===== src/hw/sacc_pkg.sv =====
// package of constants for the successive-approximation converter control block
// Overview of operation
// - eight-bit result found by successive approximation, stored in the result register
// - channel select field routes one of five sources to the sample-and-hold
// - clock select: 000 /2, 100 /4, 001 /8, 101 /16, 010 /32, 110 /64, x11 RC
// - one full conversion lasts 9.5 bit-conversion periods
// - done flag sets at every conversion end, whatever the irq enable
// - completion with irq enabled wakes the sleeping device
// - writing go=1 while enabled starts a conversion on the selected channel
// - at the end: go clears, done flag sets, result loads
// - software clearing go mid-conversion stores a partial result, unresolved bits copy the last
// - reset returns all registers to reset values and ends any conversion
// - one channel code is the temperature indicator feeding the converter
// - with the RC clock, the start waits one extra instruction cycle
// - sleep with a non-RC clock aborts and powers down, enable stays set
package sacc_pkg;
	// register byte offsets
	localparam logic [3:0] OFS_CONTROL = 4'h0;
	localparam logic [3:0] OFS_RESULT  = 4'h4;
	localparam logic [3:0] OFS_IRQ     = 4'h8;
	// control register fields
	localparam int CTL_ON_BIT   = 0;
	localparam int CTL_GO_BIT   = 1;
	localparam int CTL_CHS_LSB  = 2;
	localparam int CTL_CLK_LSB  = 5;
	// irq register fields
	localparam int IRQ_FLAG_BIT = 0;
	localparam int IRQ_EN_BIT   = 1;
	// reset values
	localparam logic [7:0] CONTROL_RESET = 8'h00;
	localparam logic [7:0] RESULT_RESET  = 8'h00;
	// channel codes
	localparam logic [2:0] CHS_PIN0 = 3'h0;
	localparam logic [2:0] CHS_PIN1 = 3'h1;
	localparam logic [2:0] CHS_PIN2 = 3'h2;
	localparam logic [2:0] CHS_TEMP = 3'h6;
	localparam logic [2:0] CHS_FVR  = 3'h7;
	// source enable positions
	localparam int SRC_TEMP = 3;
	localparam int SRC_FVR  = 4;
	// conversion clock select codes
	localparam logic [2:0] CLK_DIV2  = 3'h0;
	localparam logic [2:0] CLK_DIV4  = 3'h4;
	localparam logic [2:0] CLK_DIV8  = 3'h1;
	localparam logic [2:0] CLK_DIV16 = 3'h5;
	localparam logic [2:0] CLK_DIV32 = 3'h2;
	localparam logic [2:0] CLK_DIV64 = 3'h6;
	localparam logic [1:0] CLK_RC_LOW = 2'h3;
	// timing in half bit-periods: 19 halves make 9.5 periods
	localparam logic [4:0] SAMPLE_HALVES = 5'h03;
	localparam logic [4:0] LAST_HALF     = 5'h12;
	// one instruction cycle in system clocks
	localparam logic [1:0] INSTR_CYCLES  = 2'h3;
	localparam int         SYNC_STAGES   = 2;
	typedef enum logic [1:0] {ST_IDLE, ST_DELAY, ST_CONV} sacc_state_type;
endpackage


===== src/hw/sacc_top.sv =====
// converter control top: ahb-lite registers, clock select and sar sequencer
//
// The register offsets and the AHB-Lite interface to the registers are this design's own decisions.
`timescale 1ns/100ps
`default_nettype none
module sacc_top
(
	input  wire logic        mclk_i,
	input  wire logic        reset_i,
	input  wire logic        hsel_i,
	input  wire logic [31:0] haddr_i,
	input  wire logic [1:0]  htrans_i,
	input  wire logic        hwrite_i,
	input  wire logic [2:0]  hsize_i,
	input  wire logic [31:0] hwdata_i,
	input  wire logic        hready_i,
	output logic      [31:0] hrdata_o,
	output logic             hreadyout_o,
	output logic             hresp_o,
	input  wire logic        comparator_i,
	input  wire logic        rc_clock_i,
	input  wire logic        sleep_i,
	output logic      [7:0]  dac_code_o,
	output logic      [4:0]  source_enable_o,
	output logic             sample_o,
	output logic             converter_active_o,
	output logic             conversion_done_flag_o,
	output logic             wake_o
);
	////////////////////////////////////////////////////////////////////////////////
	// rc clock pin is resynchronised; the comparator is strobed on this clock and read directly,
	// since two more stages would take a whole bit period at the /2 setting and decide on a stale trial
	logic cmp_sync;
	logic rc_sync;
	logic half_tick;

	assign cmp_sync = comparator_i;
	sacc_sync #(.WIDTH(1)) u_sync
	(
		.mclk_i  (mclk_i),
		.reset_i (reset_i),
		.async_i (rc_clock_i),
		.sync_o  (rc_sync)
	);

	////////////////////////////////////////////////////////////////////////////////
	// ahb-lite data phase tracking
	logic       wr_r;
	logic       wr_nxt;
	logic       rd_r;
	logic       rd_nxt;
	logic [3:0] addr_r;
	logic [3:0] addr_nxt;
	logic       addr_ok;

	// zero wait states, always okay; only the low word offsets are mapped
	always_comb
	begin
		addr_ok  = (haddr_i[31:4] == 28'h000_0000) && (haddr_i[1:0] == 2'h0) && (hsize_i == 3'h2);
		wr_nxt   = 1'b0;
		rd_nxt   = 1'b0;
		addr_nxt = addr_r;
		if (hsel_i && htrans_i[1] && hready_i)
		begin
			wr_nxt   = hwrite_i && addr_ok;
			rd_nxt   = !hwrite_i && addr_ok;
			addr_nxt = haddr_i[3:0];
		end
		hreadyout_o = 1'b1;
		hresp_o     = 1'b0;
	end

	always_ff @(posedge mclk_i)
	begin
		if (reset_i)
		begin
			wr_r   <= 1'b0;
			rd_r   <= 1'b0;
			addr_r <= 4'h0;
		end
		else
		begin
			wr_r   <= wr_nxt;
			rd_r   <= rd_nxt;
			addr_r <= addr_nxt;
		end
	end

	////////////////////////////////////////////////////////////////////////////////
	// control, result and sequencer state
	sacc_pkg::sacc_state_type state_r;
	sacc_pkg::sacc_state_type state_nxt;
	logic [2:0] clk_sel_r;
	logic [2:0] clk_sel_nxt;
	logic [2:0] chs_r;
	logic [2:0] chs_nxt;
	logic       go_r;
	logic       go_nxt;
	logic       on_r;
	logic       on_nxt;
	logic [7:0] result_r;
	logic [7:0] result_nxt;
	logic       flag_r;
	logic       flag_nxt;
	logic       ie_r;
	logic       ie_nxt;
	logic [4:0] cnt_r;
	logic [4:0] cnt_nxt;
	logic [2:0] bitpos_r;
	logic [2:0] bitpos_nxt;
	logic [7:0] work_r;
	logic [7:0] work_nxt;
	logic       last_r;
	logic       last_nxt;
	logic       any_r;
	logic       any_nxt;
	logic [1:0] dly_r;
	logic [1:0] dly_nxt;
	logic [7:0] dac_r;
	logic [7:0] dac_nxt;
	logic       rc_sel;
	logic       powered;
	logic       flag_set;
	logic       flag_clr;
	logic [7:0] partial;
	logic [7:0] decided;
	logic       wr_ctl;

	sacc_tad_gen u_tad
	(
		.mclk_i      (mclk_i),
		.reset_i     (reset_i),
		.run_i       (state_r == sacc_pkg::ST_CONV),
		.clk_sel_i   (clk_sel_r),
		.rc_level_i  (rc_sync),
		.half_tick_o (half_tick)
	);

	// next-state of registers and sequencer
	always_comb
	begin
		state_nxt   = state_r;
		clk_sel_nxt = clk_sel_r;
		chs_nxt     = chs_r;
		go_nxt      = go_r;
		on_nxt      = on_r;
		result_nxt  = result_r;
		ie_nxt      = ie_r;
		cnt_nxt     = cnt_r;
		bitpos_nxt  = bitpos_r;
		work_nxt    = work_r;
		last_nxt    = last_r;
		any_nxt     = any_r;
		dly_nxt     = dly_r;
		flag_set    = 1'b0;
		flag_clr    = 1'b0;
		rc_sel      = (clk_sel_r[1:0] == sacc_pkg::CLK_RC_LOW);
		powered     = on_r && !(sleep_i && !rc_sel);
		wr_ctl      = wr_r && (addr_r == sacc_pkg::OFS_CONTROL);
		decided     = work_r;
		decided[bitpos_r] = cmp_sync;
		// unresolved bits copy the last decided bit
		for (int j = 0; j < 8; j++)
		begin
			if (j > int'(bitpos_r))
				partial[j] = work_r[j];
			else
				partial[j] = any_r && last_r;
		end
		case (state_r)
			sacc_pkg::ST_IDLE:
				dly_nxt = 2'h0;
			sacc_pkg::ST_DELAY:
			begin
				// extra instruction cycle before an rc-clocked start
				if (dly_r == sacc_pkg::INSTR_CYCLES)
				begin
					state_nxt = sacc_pkg::ST_CONV;
					cnt_nxt   = 5'h00;
				end
				else
					dly_nxt = dly_r + 2'h1;
			end
			sacc_pkg::ST_CONV:
			begin
				if (half_tick)
				begin
					cnt_nxt = cnt_r + 5'h01;
					// decisions on even halves after sampling, msb first
					if (cnt_r > sacc_pkg::SAMPLE_HALVES && !cnt_r[0])
					begin
						work_nxt = decided;
						last_nxt = cmp_sync;
						any_nxt  = 1'b1;
						if (cnt_r == sacc_pkg::LAST_HALF)
						begin
							state_nxt  = sacc_pkg::ST_IDLE;
							go_nxt     = 1'b0;
							result_nxt = decided;
							flag_set   = 1'b1;
						end
						else
							bitpos_nxt = bitpos_r - 3'h1;
					end
				end
			end
			default:
				state_nxt = sacc_pkg::ST_IDLE;
		endcase
		// power loss aborts quietly, enable bit is left alone
		if (state_r != sacc_pkg::ST_IDLE && !powered)
		begin
			state_nxt = sacc_pkg::ST_IDLE;
			go_nxt    = 1'b0;
		end
		// control register writes
		if (wr_ctl)
		begin
			clk_sel_nxt = hwdata_i[sacc_pkg::CTL_CLK_LSB +: 3];
			chs_nxt     = hwdata_i[sacc_pkg::CTL_CHS_LSB +: 3];
			on_nxt      = hwdata_i[sacc_pkg::CTL_ON_BIT];
			if (hwdata_i[sacc_pkg::CTL_GO_BIT] && on_r && powered && state_r == sacc_pkg::ST_IDLE)
			begin
				go_nxt     = 1'b1;
				state_nxt  = rc_sel ? sacc_pkg::ST_DELAY : sacc_pkg::ST_CONV;
				cnt_nxt    = 5'h00;
				bitpos_nxt = 3'h7;
				work_nxt   = 8'h00;
				any_nxt    = 1'b0;
				last_nxt   = 1'b0;
				dly_nxt    = 2'h0;
			end
			else if (!hwdata_i[sacc_pkg::CTL_GO_BIT] && state_r != sacc_pkg::ST_IDLE)
			begin
				// software abort keeps the bits found so far, no flag
				state_nxt  = sacc_pkg::ST_IDLE;
				go_nxt     = 1'b0;
				result_nxt = partial;
			end
			if (!hwdata_i[sacc_pkg::CTL_ON_BIT])
			begin
				state_nxt = sacc_pkg::ST_IDLE;
				go_nxt    = 1'b0;
			end
		end
		if (wr_r && addr_r == sacc_pkg::OFS_RESULT)
			result_nxt = hwdata_i[7:0];
		if (wr_r && addr_r == sacc_pkg::OFS_IRQ)
		begin
			ie_nxt   = hwdata_i[sacc_pkg::IRQ_EN_BIT];
			flag_clr = hwdata_i[sacc_pkg::IRQ_FLAG_BIT];
		end
		// set wins over a clear in the same cycle
		flag_nxt = (flag_r && !flag_clr) || flag_set;
		if (state_nxt == sacc_pkg::ST_IDLE)
			dac_nxt = 8'h00;
		else
			dac_nxt = work_nxt | (8'h01 << bitpos_nxt);
	end

	// register stage, reset clears everything except bitpos_r, which loads 7
	always_ff @(posedge mclk_i)
	begin
		if (reset_i)
		begin
			state_r   <= sacc_pkg::ST_IDLE;
			clk_sel_r <= sacc_pkg::CONTROL_RESET[sacc_pkg::CTL_CLK_LSB +: 3];
			chs_r     <= sacc_pkg::CONTROL_RESET[sacc_pkg::CTL_CHS_LSB +: 3];
			go_r      <= sacc_pkg::CONTROL_RESET[sacc_pkg::CTL_GO_BIT];
			on_r      <= sacc_pkg::CONTROL_RESET[sacc_pkg::CTL_ON_BIT];
			result_r  <= sacc_pkg::RESULT_RESET;
			flag_r    <= 1'b0;
			ie_r      <= 1'b0;
			cnt_r     <= 5'h00;
			bitpos_r  <= 3'h7;
			work_r    <= 8'h00;
			last_r    <= 1'b0;
			any_r     <= 1'b0;
			dly_r     <= 2'h0;
			dac_r     <= 8'h00;
		end
		else
		begin
			state_r   <= state_nxt;
			clk_sel_r <= clk_sel_nxt;
			chs_r     <= chs_nxt;
			go_r      <= go_nxt;
			on_r      <= on_nxt;
			result_r  <= result_nxt;
			flag_r    <= flag_nxt;
			ie_r      <= ie_nxt;
			cnt_r     <= cnt_nxt;
			bitpos_r  <= bitpos_nxt;
			work_r    <= work_nxt;
			last_r    <= last_nxt;
			any_r     <= any_nxt;
			dly_r     <= dly_nxt;
			dac_r     <= dac_nxt;
		end
	end

	////////////////////////////////////////////////////////////////////////////////
	// read mux and analog-side outputs
	always_comb
	begin
		hrdata_o = 32'h0000_0000;
		if (rd_r)
		begin
			case (addr_r)
				sacc_pkg::OFS_CONTROL: hrdata_o[7:0] = {clk_sel_r, chs_r, go_r, on_r};
				sacc_pkg::OFS_RESULT:  hrdata_o[7:0] = result_r;
				sacc_pkg::OFS_IRQ:     hrdata_o[1:0] = {ie_r, flag_r};
				default:               hrdata_o = 32'h0000_0000;
			endcase
		end
		// one source per code, reserved codes connect nothing
		source_enable_o = 5'h00;
		case (chs_r)
			sacc_pkg::CHS_PIN0: source_enable_o[0] = on_r;
			sacc_pkg::CHS_PIN1: source_enable_o[1] = on_r;
			sacc_pkg::CHS_PIN2: source_enable_o[2] = on_r;
			sacc_pkg::CHS_TEMP: source_enable_o[sacc_pkg::SRC_TEMP] = on_r;
			sacc_pkg::CHS_FVR:  source_enable_o[sacc_pkg::SRC_FVR] = on_r;
			default:            source_enable_o = 5'h00;
		endcase
		dac_code_o             = dac_r;
		sample_o               = (state_r != sacc_pkg::ST_CONV) || (cnt_r < sacc_pkg::SAMPLE_HALVES);
		converter_active_o     = powered;
		conversion_done_flag_o = flag_r;
		wake_o                 = flag_r && ie_r && sleep_i;
	end
endmodule
`default_nettype wire


===== src/hw/sacc_sync.sv =====
// two-flop synchroniser for asynchronous inputs
`timescale 1ns/100ps
`default_nettype none
module sacc_sync #(parameter int WIDTH = 1)
(
	input  wire logic             mclk_i,
	input  wire logic             reset_i,
	input  wire logic [WIDTH-1:0] async_i,
	output logic      [WIDTH-1:0] sync_o
);
	logic [WIDTH-1:0] meta_r;
	logic [WIDTH-1:0] meta_nxt;
	logic [WIDTH-1:0] sync_nxt;

	// first stage feeds only the second
	always_comb
	begin
		meta_nxt = async_i;
		sync_nxt = meta_r;
	end

	// both stages
	always_ff @(posedge mclk_i)
	begin
		if (reset_i)
		begin
			meta_r <= '0;
			sync_o <= '0;
		end
		else
		begin
			meta_r <= meta_nxt;
			sync_o <= sync_nxt;
		end
	end
endmodule
`default_nettype wire


===== src/hw/sacc_tad_gen.sv =====
// half bit-period enable pulse generator for the conversion clock
`timescale 1ns/100ps
`default_nettype none
module sacc_tad_gen
(
	input  wire logic       mclk_i,
	input  wire logic       reset_i,
	input  wire logic       run_i,
	input  wire logic [2:0] clk_sel_i,
	input  wire logic       rc_level_i,
	output logic            half_tick_o
);
	logic [5:0] cnt_r;
	logic [5:0] cnt_nxt;
	logic       rc_prev_r;
	logic       rc_prev_nxt;
	logic [5:0] half_len;

	// divider length per select code, RC takes every edge of the synced clock
	always_comb
	begin
		case (clk_sel_i)
			sacc_pkg::CLK_DIV2:  half_len = 6'h01;
			sacc_pkg::CLK_DIV4:  half_len = 6'h02;
			sacc_pkg::CLK_DIV8:  half_len = 6'h04;
			sacc_pkg::CLK_DIV16: half_len = 6'h08;
			sacc_pkg::CLK_DIV32: half_len = 6'h10;
			sacc_pkg::CLK_DIV64: half_len = 6'h20;
			default:             half_len = 6'h01;
		endcase
		rc_prev_nxt = rc_level_i;
		half_tick_o = 1'b0;
		cnt_nxt     = 6'h00;
		if (run_i)
		begin
			if (clk_sel_i[1:0] == sacc_pkg::CLK_RC_LOW)
				half_tick_o = rc_level_i ^ rc_prev_r;
			else if (cnt_r == half_len - 6'h01)
				half_tick_o = 1'b1;
			else
				cnt_nxt = cnt_r + 6'h01;
		end
	end

	// counter and rc edge memory
	always_ff @(posedge mclk_i)
	begin
		if (reset_i)
		begin
			cnt_r     <= 6'h00;
			rc_prev_r <= 1'b0;
		end
		else
		begin
			cnt_r     <= cnt_nxt;
			rc_prev_r <= rc_prev_nxt;
		end
	end
endmodule
`default_nettype wire


===== config.mk =====
export PLATFORM = sky130hd
export DESIGN_NAME = sacc_top
export DESIGN_NICKNAME = d
export VERILOG_FILES = /design/src/hw/sacc_pkg.sv /design/src/hw/sacc_top.sv /design/src/hw/sacc_sync.sv /design/src/hw/sacc_tad_gen.sv
export SDC_FILE = /design/constraint.sdc
export NUM_CORES = 1
export LEC_CHECK = 0
export ABC_AREA = 1
export BUFFER_PORTS_ARGS = -buffer_cell sky130_fd_sc_hd__buf_2
export CORE_ASPECT_RATIO = 0.8
export CORE_MARGIN = 1
export CORE_UTILIZATION = 35
export CTS_CLUSTER_DIAMETER = 30
export DETAILED_ROUTE_END_ITERATION = 10
export GPL_TIMING_DRIVEN = 0
export PLACE_DENSITY = 0.62
export SYNTH_ARGS = -nofsm -noshare
export SYNTH_HDL_FRONTEND = slang
export SYNTH_SLANG_ARGS = --single-unit

===== constraint.sdc =====
create_clock -name mclk_i -period 1.9 [get_ports mclk_i]
set_input_delay 0.38 -clock mclk_i [delete_from_list [all_inputs] [get_ports mclk_i]]
set_output_delay 0.38 -clock mclk_i [all_outputs]
set_load 0.02 [all_outputs]

* After elaboration in Yosys (flattened, before gate mapping)
Index checks and enable logic that the tools add are counted.
W data, S select, Z words.
** Word-level totals
- Register bits after elaboration :: 63
- Latch bits :: 0
- RAM bits :: 0
- Memory bits (read-only) :: 0
- Input port bits :: 77
- Word-level logic and storage cells :: 188
- Memories :: 0
** Operators by class
- $add $sub $neg :: 5
- Multipliers :: 0
- Divide/modulo/power cells :: 0
- $lt $le $gt $ge :: 11
- Eq/ne operators :: 19
- Shifts and indexed selects :: 1
- Mux-type cells :: 85
- Bitwise logic cells :: 4
- Reductions and logical operators :: 41
** Operator list (count)
- $mux W8 :: 14
- $mux W1 :: 40
- $pmux W6 S5 :: 1
- $logic_not A28 Y1 :: 1
- $mux W2 :: 13
- $logic_and A1 B1 Y1 :: 22
- $mux W5 :: 4
- $mux W3 :: 6
- $eq A3 B3 Y1 const B :: 5
- $gt A3 B3 Y1 const A :: 4
- $pmux W2 S3 :: 2
- $pmux W6 S2 :: 1
- $pmux W5 S2 :: 1
- $eq A3 B2 Y1 const B :: 3
- $bwmux W8 :: 1
- $or A8 B8 Y8 :: 1
- $shl A1 B3 Y8 const A :: 1
- $logic_not A1 Y1 :: 7
- $add A6 B1 Y6 const B :: 1
- $eq A2 B2 Y1 const B :: 3
- $eq A3 B1 Y1 const B :: 2
- $eq A6 B6 Y1 :: 1
- $gt A2 B3 Y1 const A :: 2
- $logic_not A2 Y1 :: 3
- 24 further kinds :: 27

* Longest topological paths before layout
- Word-level depth :: 16
- Depth in mapped cells :: 17
- Gate-level depth less buffers :: 16

* By module
A second synthesis with hierarchy kept.
** Unflattened totals
- Cells, all modules :: 598
- Area, all modules :: 4145.2 um^2
** By module, submodules not included
- sacc_top :: times used 1, cells each 514, area an instance 3557.2 um^2
- sacc_tad_gen :: times used 1, cells each 78, area an instance 533.0 um^2
- sacc_sync :: times used 1, cells each 6, area an instance 55.1 um^2

* Worst setup path after synthesis
No wires, ideal clock.
- Path kind :: register -> register
- Start :: register clk_sel_r[1]
- End :: register dac_r[1] (netlist: dac_code_o[1])
- Data arrival time :: 1.907 ns
- Required time :: 1.791 ns
- Setup slack :: -0.116 ns
- Stages on the path, launching flop included :: 12
- Buffers on the path :: 0
- Clock period less this slack :: 2.016 ns
- Cell sequence :: dfxtp_1 > nand2_1 > a21oi_1 > nand3_1 > nor2_1 > inv_2 > nand3_2 > inv_1 > nand3_1 > nand2_1 > nand2_1 > inv_1
** RTL lines
- from (decl) :: RTL line sacc_top.sv:93 : logic [2:0] clk_sel_r;
- from (signal assigned) :: RTL line sacc_top.sv:267 : clk_sel_r <= sacc_pkg::CONTROL_RESET[sacc_pkg::CTL_CLK_LSB +: 3];
- from (signal assigned) :: RTL line sacc_top.sv:285 : clk_sel_r <= clk_sel_nxt;
- $eq A2 B2 Y1 * :: RTL line sacc_top.sv:157 : rc_sel = (clk_sel_r[1:0] == sacc_pkg::CLK_RC_LOW);
- $logic_not A1 Y1 * :: RTL line sacc_top.sv:158 : powered = on_r && !(sleep_i && !rc_sel);
- $logic_and A1 B1 Y1 * :: RTL line sacc_top.sv:158
- $logic_not A1 Y1 * :: RTL line sacc_top.sv:158
- $logic_and A1 B1 Y1 * :: RTL line sacc_top.sv:158
- via converter_active_o :: RTL line sacc_top.sv:26 : output logic converter_active_o,
- $logic_not A1 Y1 :: RTL line sacc_top.sv:211 : if (state_r != sacc_pkg::ST_IDLE && !powered)
- $logic_and A1 B1 Y1 :: RTL line sacc_top.sv:211
- $mux W2 :: RTL line sacc_top.sv:211
- $mux W2 :: RTL line sacc_top.sv:233 : else if (!hwdata_i[sacc_pkg::CTL_GO_BIT] && state_r != sacc_pkg::ST_IDLE)
- $mux W2 :: RTL line sacc_top.sv:222 : if (hwdata_i[sacc_pkg::CTL_GO_BIT] && on_r && powered && state_r == sacc_pkg::ST_IDLE)
- $mux W2 :: RTL line sacc_top.sv:240 : if (!hwdata_i[sacc_pkg::CTL_ON_BIT])
- $mux W2 :: RTL line sacc_top.sv:217 : if (wr_ctl)
- $logic_not A2 Y1 :: RTL line sacc_top.sv:255 : if (state_nxt == sacc_pkg::ST_IDLE)
- $reduce_or A2 Y1 (no source line)
- to (signal assigned) :: RTL line sacc_top.sv:298 : dac_r <= dac_nxt;
- to (decl) :: RTL line sacc_top.sv:119 : logic [7:0] dac_r;
The timed path passes the listed nets; every way through them passes the cells marked *.
A chain may end at the register's enable or synchronous reset.

* Worst setup path after layout
- Start :: register clk_sel_r[0]
- End :: register dac_r[4] (netlist: dac_code_o[4])
** On the way
- Cells in the longest elaborated chain, start to end :: 16
** RTL lines
- $eq A3 B3 Y1, or another cell as far along :: RTL line sacc_tad_gen.sv:22 : case (clk_sel_i)
- $pmux W6 S5 :: RTL line sacc_tad_gen.sv:22
- $sub A6 B1 Y6 :: RTL line sacc_tad_gen.sv:38 : else if (cnt_r == half_len - 6'h01)
- $eq A6 B6 Y1 :: RTL line sacc_tad_gen.sv:38
- $mux W1 :: RTL line sacc_tad_gen.sv:38
- $mux W1 :: RTL line sacc_tad_gen.sv:36 : if (clk_sel_i[1:0] == sacc_pkg::CLK_RC_LOW)
- $mux W1 :: RTL line sacc_tad_gen.sv:34 : if (run_i)
- $mux W2 :: RTL line sacc_top.sv:186 : if (half_tick)
- $pmux W2 S3 :: RTL line sacc_top.sv:170 : case (state_r)
- $mux W2 :: RTL line sacc_top.sv:211
- $mux W2 :: RTL line sacc_top.sv:233
- $mux W2 :: RTL line sacc_top.sv:222
- $mux W2 :: RTL line sacc_top.sv:240
- $mux W2 :: RTL line sacc_top.sv:217
- $logic_not A2 Y1 :: RTL line sacc_top.sv:255
- $reduce_or A2 Y1 (no source line)
Parallel ways exist; a longest one is shown, timed or not.

==> metrics.csv <==
stage,metric,value,unit
yosys,ys_ff_latch,63,
yosys,syn_area_per_cell,6.61,um2
power,max-vdd-ir-drop,359,uV
grt,grt_pass1_vias,3713,
sta,fin_crit,2.08,ns
yosys,synth_top_family_by_area,simple AND/OR/NAND/NOR gates,
power,p_leak,2.43,nW
route,routed_wl,11400,um
critical_path,r2r_end,dac_code_o[4],
critical_path,worst_path_most_repeated_cell,nand2_2,
clocking,cts.clk_slew.worst_paths,0.05,ns
route,drc_errors,0,
yosys,synth-compound-area-share,17.0,%
critical_path,path_cells,buf_4 -> nand3_1 -> nand2_1 -> nand2_1 -> nand3_1 -> o21bai_4 -> nand3_2 -> buf_6 -> nand2_4 -> nand2_2 -> nand2_2 -> nand2_2 -> nand2_4 -> nand2_8 -> nand2_2 -> inv_2,
run_status,status,finished with violations,
critical_path,max_stage_delay,0.36,ns
sta,finalHoldViolations,0,
route,drt-vias-per-instance,4.84,
yosys,ys_async_sr_fraction,0,%
critical_path,r2r_slack,-0.18,ns
yosys,syn_area,3870,um2
power,p_total,0.00328,W
power,swShare,22.2,%
sta,fmax,480,MHz
sta,tns,-2.83,ns
grt,antenna_found_initial,0,
clocking,clockBufferDepth,2,
worst_hold_path,hold_path.class,primary input to flop,
grt,overflow,0,
power,powerDensity,614,nW/um2
critical_path,r2r-start,clk_sel_r[0],
yosys,synth_area_leader_cell,dfxtp_1,
sta,setup_violations,30,
yosys,synth_area_leaders,"dfxtp_1 33%, nand2_1 14%, inv_1 6.6%",
power,power.share.sequential,40.7,%
critical_path,crit_slowest_cell,dfxtp_4,
yosys,ys_seq_area_share,32.6,%
critical_path,cp-endpoint,dac_code_o[4],
route,drt_first_pass_iters,5,
floorplan,row_count,33,
layout,final_nets,798,
placed_design,gp_congestion,0.892,
floorplan,chipHeight,96.1,um
critical_path,path_depth,16,
floorplan,coreArea,10500,um2
critical_path,end_kind,flop,
sta,fin_crit_sh,110,%
grt,grtUsageTotal,20.2,%
floorplan,die-area,11500,um2
sta,rsz0062_at_grt,yes,
route,drtIter0Drc,311,
critical_path,crit_arrival,2.32,ns
route,antenna_left,0,
grt,grt_pass1_wl,18000,um
floorplan,ios,128,
power,clock_power_share,51.8,%
yosys,synth_cell_types,39,
worst_hold_path,hp-start,hwrite_i,
clocking,clock-root-buffer,clkbuf_16,
critical_path,rr_worst_depth,16,
run_status,violations,negative setup slack,
critical_path,path_delay_family,simple AND/OR/NAND/NOR gates,
clocking,numClockSinks,63,
placed_design,portBuffers,75,
critical_path,critPathRequiredTime,2.13,ns
yosys,yosys_warnings,0,
sta,fin_ws,-0.184,ns
yosys,synth_adder_area_share,3.56,%
yosys,synthSimpleGateAreaFrac,30.7,%
yosys,synthXorXnorAreaFrac,1.58,%
critical_path,worst-path-buf-inv,3,
layout,n_antenna_cell,0,
floorplan,die-width,120,um
placed_design,hpwl,8270,um
yosys,yosysTopAreaCellShare,32.6,%
sta,tightestPinTransition,0.562,ns
power,comb_power_share,7.5,%
layout,num-fill-cells,1066,
power,p_int,0.00255,W
sta,fin_hold_ws,0.232,ns
grt,grt_max_degree,11,
layout,drive_gt1_share,32.9,%
layout,area_growth,37.9,%
clocking,cts_tree,done,
floorplan,initial_core_util,36.9,%
sta,relSlewSlack,62.6,%
run,maxCapViolations,0,
clocking,clk_latency,0.34,ns
placed_design,dp_slack,-0.477,ns
critical_path,cp-start-kind,flop,
critical_path,crit_fanout,8,
route,post_drt_wl_per_cell,13.3,um
route,via_count,4142,
critical_path,crit_start,clk_sel_r[0],
sta,clock_skew,0.00745,ns
yosys,synthCells,586,
clocking,holdBufCountCts,0,
yosys,synth.area.mux_share,0.259,%
clocking,numCtsBuffers,9,
power,p_switching,0.000729,W
yosys,ys.flop_type,dfxtp_1,
critical_path,critical_path_class,flop to flop,
yosys,synth_edf_count,0,
clocking,htreeDepth,3,
sta,final_max_slew_viol_count,0,
[how the worst min path moves through the flow]
stage | end | slack (ns) | depth (start not counted)
after floorplan | u_sync.sync_o | 0.39 | 2
after detailed placement | u_sync.sync_o | 0.40 | 2
after global routing | rd_r | 0.24 | 2
after CTS | rd_r | 0.22 | 2
final | rd_r | 0.23 | 2
after global placement | u_sync.sync_o | 0.39 | 2
[sequential cells by signal (all words and copies together) (netlist names), 4 cells and up]
signal	flops
addr_r	4
work_r	8
cnt_r	5
result_r	8
dac_code_o	8
u_tad.cnt_r	6
[cell type report]
class                      instances  area (um2)  area share [%]
timing repair buffer              90         562            10.5
sequential                        63        1280            23.9
clock inverter                     3        40.0           0.750
clock buffer                      13         270            5.06
tap                              140         175            3.28
multi-input combinational        432        2450            45.9
buffer                            40         273            5.11
inverter                          74         292            5.46
[cells in the final DEF, fill, tap and decap left out, drive strengths merged]
cell type / count
ha: 11
inv: 73
nor4: 12
nand4: 2
dfxtp: 63
a211oi: 3
xor2: 6
clkbuf: 23
and2: 2
o211ai: 14
a41oi: 1
buf: 120
a31oi: 7
nor3b: 2
a21oi: 49
o21ai: 42
and3: 1
conb: 26
mux2i: 1
bufinv: 1
xnor2: 1
nor4b: 1
nand3b: 1
clkinv: 2
nor3: 4
nand3: 43
or4: 1
nor2: 52
nand2: 149
clkinvlp: 1
o21bai: 1
[cells by family after synthesis]
logic type | after synthesis
other | 2
DFF | 63
buffers and inverters | 116
adders and majority gates | 11
xor gates and xnor gates | 7
and+or+nand+nor | 269
muxes | 1
AOI/OAI and AO/OA | 117
[stage by stage]
stage | instances | utilization [%] | cell area [um2]
6_report | 855 | 50.9 | 5340
5_1_grt | 855 | 50.9 | 5340
4_1_cts | 851 | 48.6 | 5100
3_5_place_dp | 825 | 43.1 | 4520
3_3_place_gp | 825 | 43.1 | 4520
2_1_floorplan | 610 | - | 3970
[power groups by stage]
stage	registers (W)	clock network [W]	logic, W
2_1_floorplan	0.00136	0	0.000136
3_3_place_gp	0.00136	0	0.000211
3_5_place_dp	0.00136	0	0.000213
4_1_cts	0.00133	0.00172	0.000234
5_1_grt	0.00133	0.00179	0.000267
6_report	0.00133	0.00170	0.000246
[what timing repair did]
item                                    CTS  global route
endpoints found under the setup margin   50            46
gates cloned                              1             0
setup buffers                            11             6
gates resized for setup                  64            76
pin swaps                                31            27
[layer usage]
metal | GRT usage [%] | up-vias | share of wire, %
li1 | - | 2118 | -
met1 | 27.6 | 1879 | 49
met2 | 31.5 | 129 | 44
met3 | 4.98 | 16 | 5.6
met4 | 6.35 | 0 | 1.8
met5 | 0 | - | 0
[synth_stat cells, types with 3 or more instances]
library cell and count:
nor2_1 48, a21oi_1 48, nor3_1 4, xor2_1 6
ha_1 11, dfxtp_1 63, inv_2 6, inv_1 68
nand3_1 40, nand2_1 146, a31oi_1 7, clkbuf_1 12
buf_4 27, o21ai_0 40, o211ai_1 14, nor4_1 12
nand3_2 3, a211oi_1 3
Note: power is estimated with default switching activity, not from simulation.
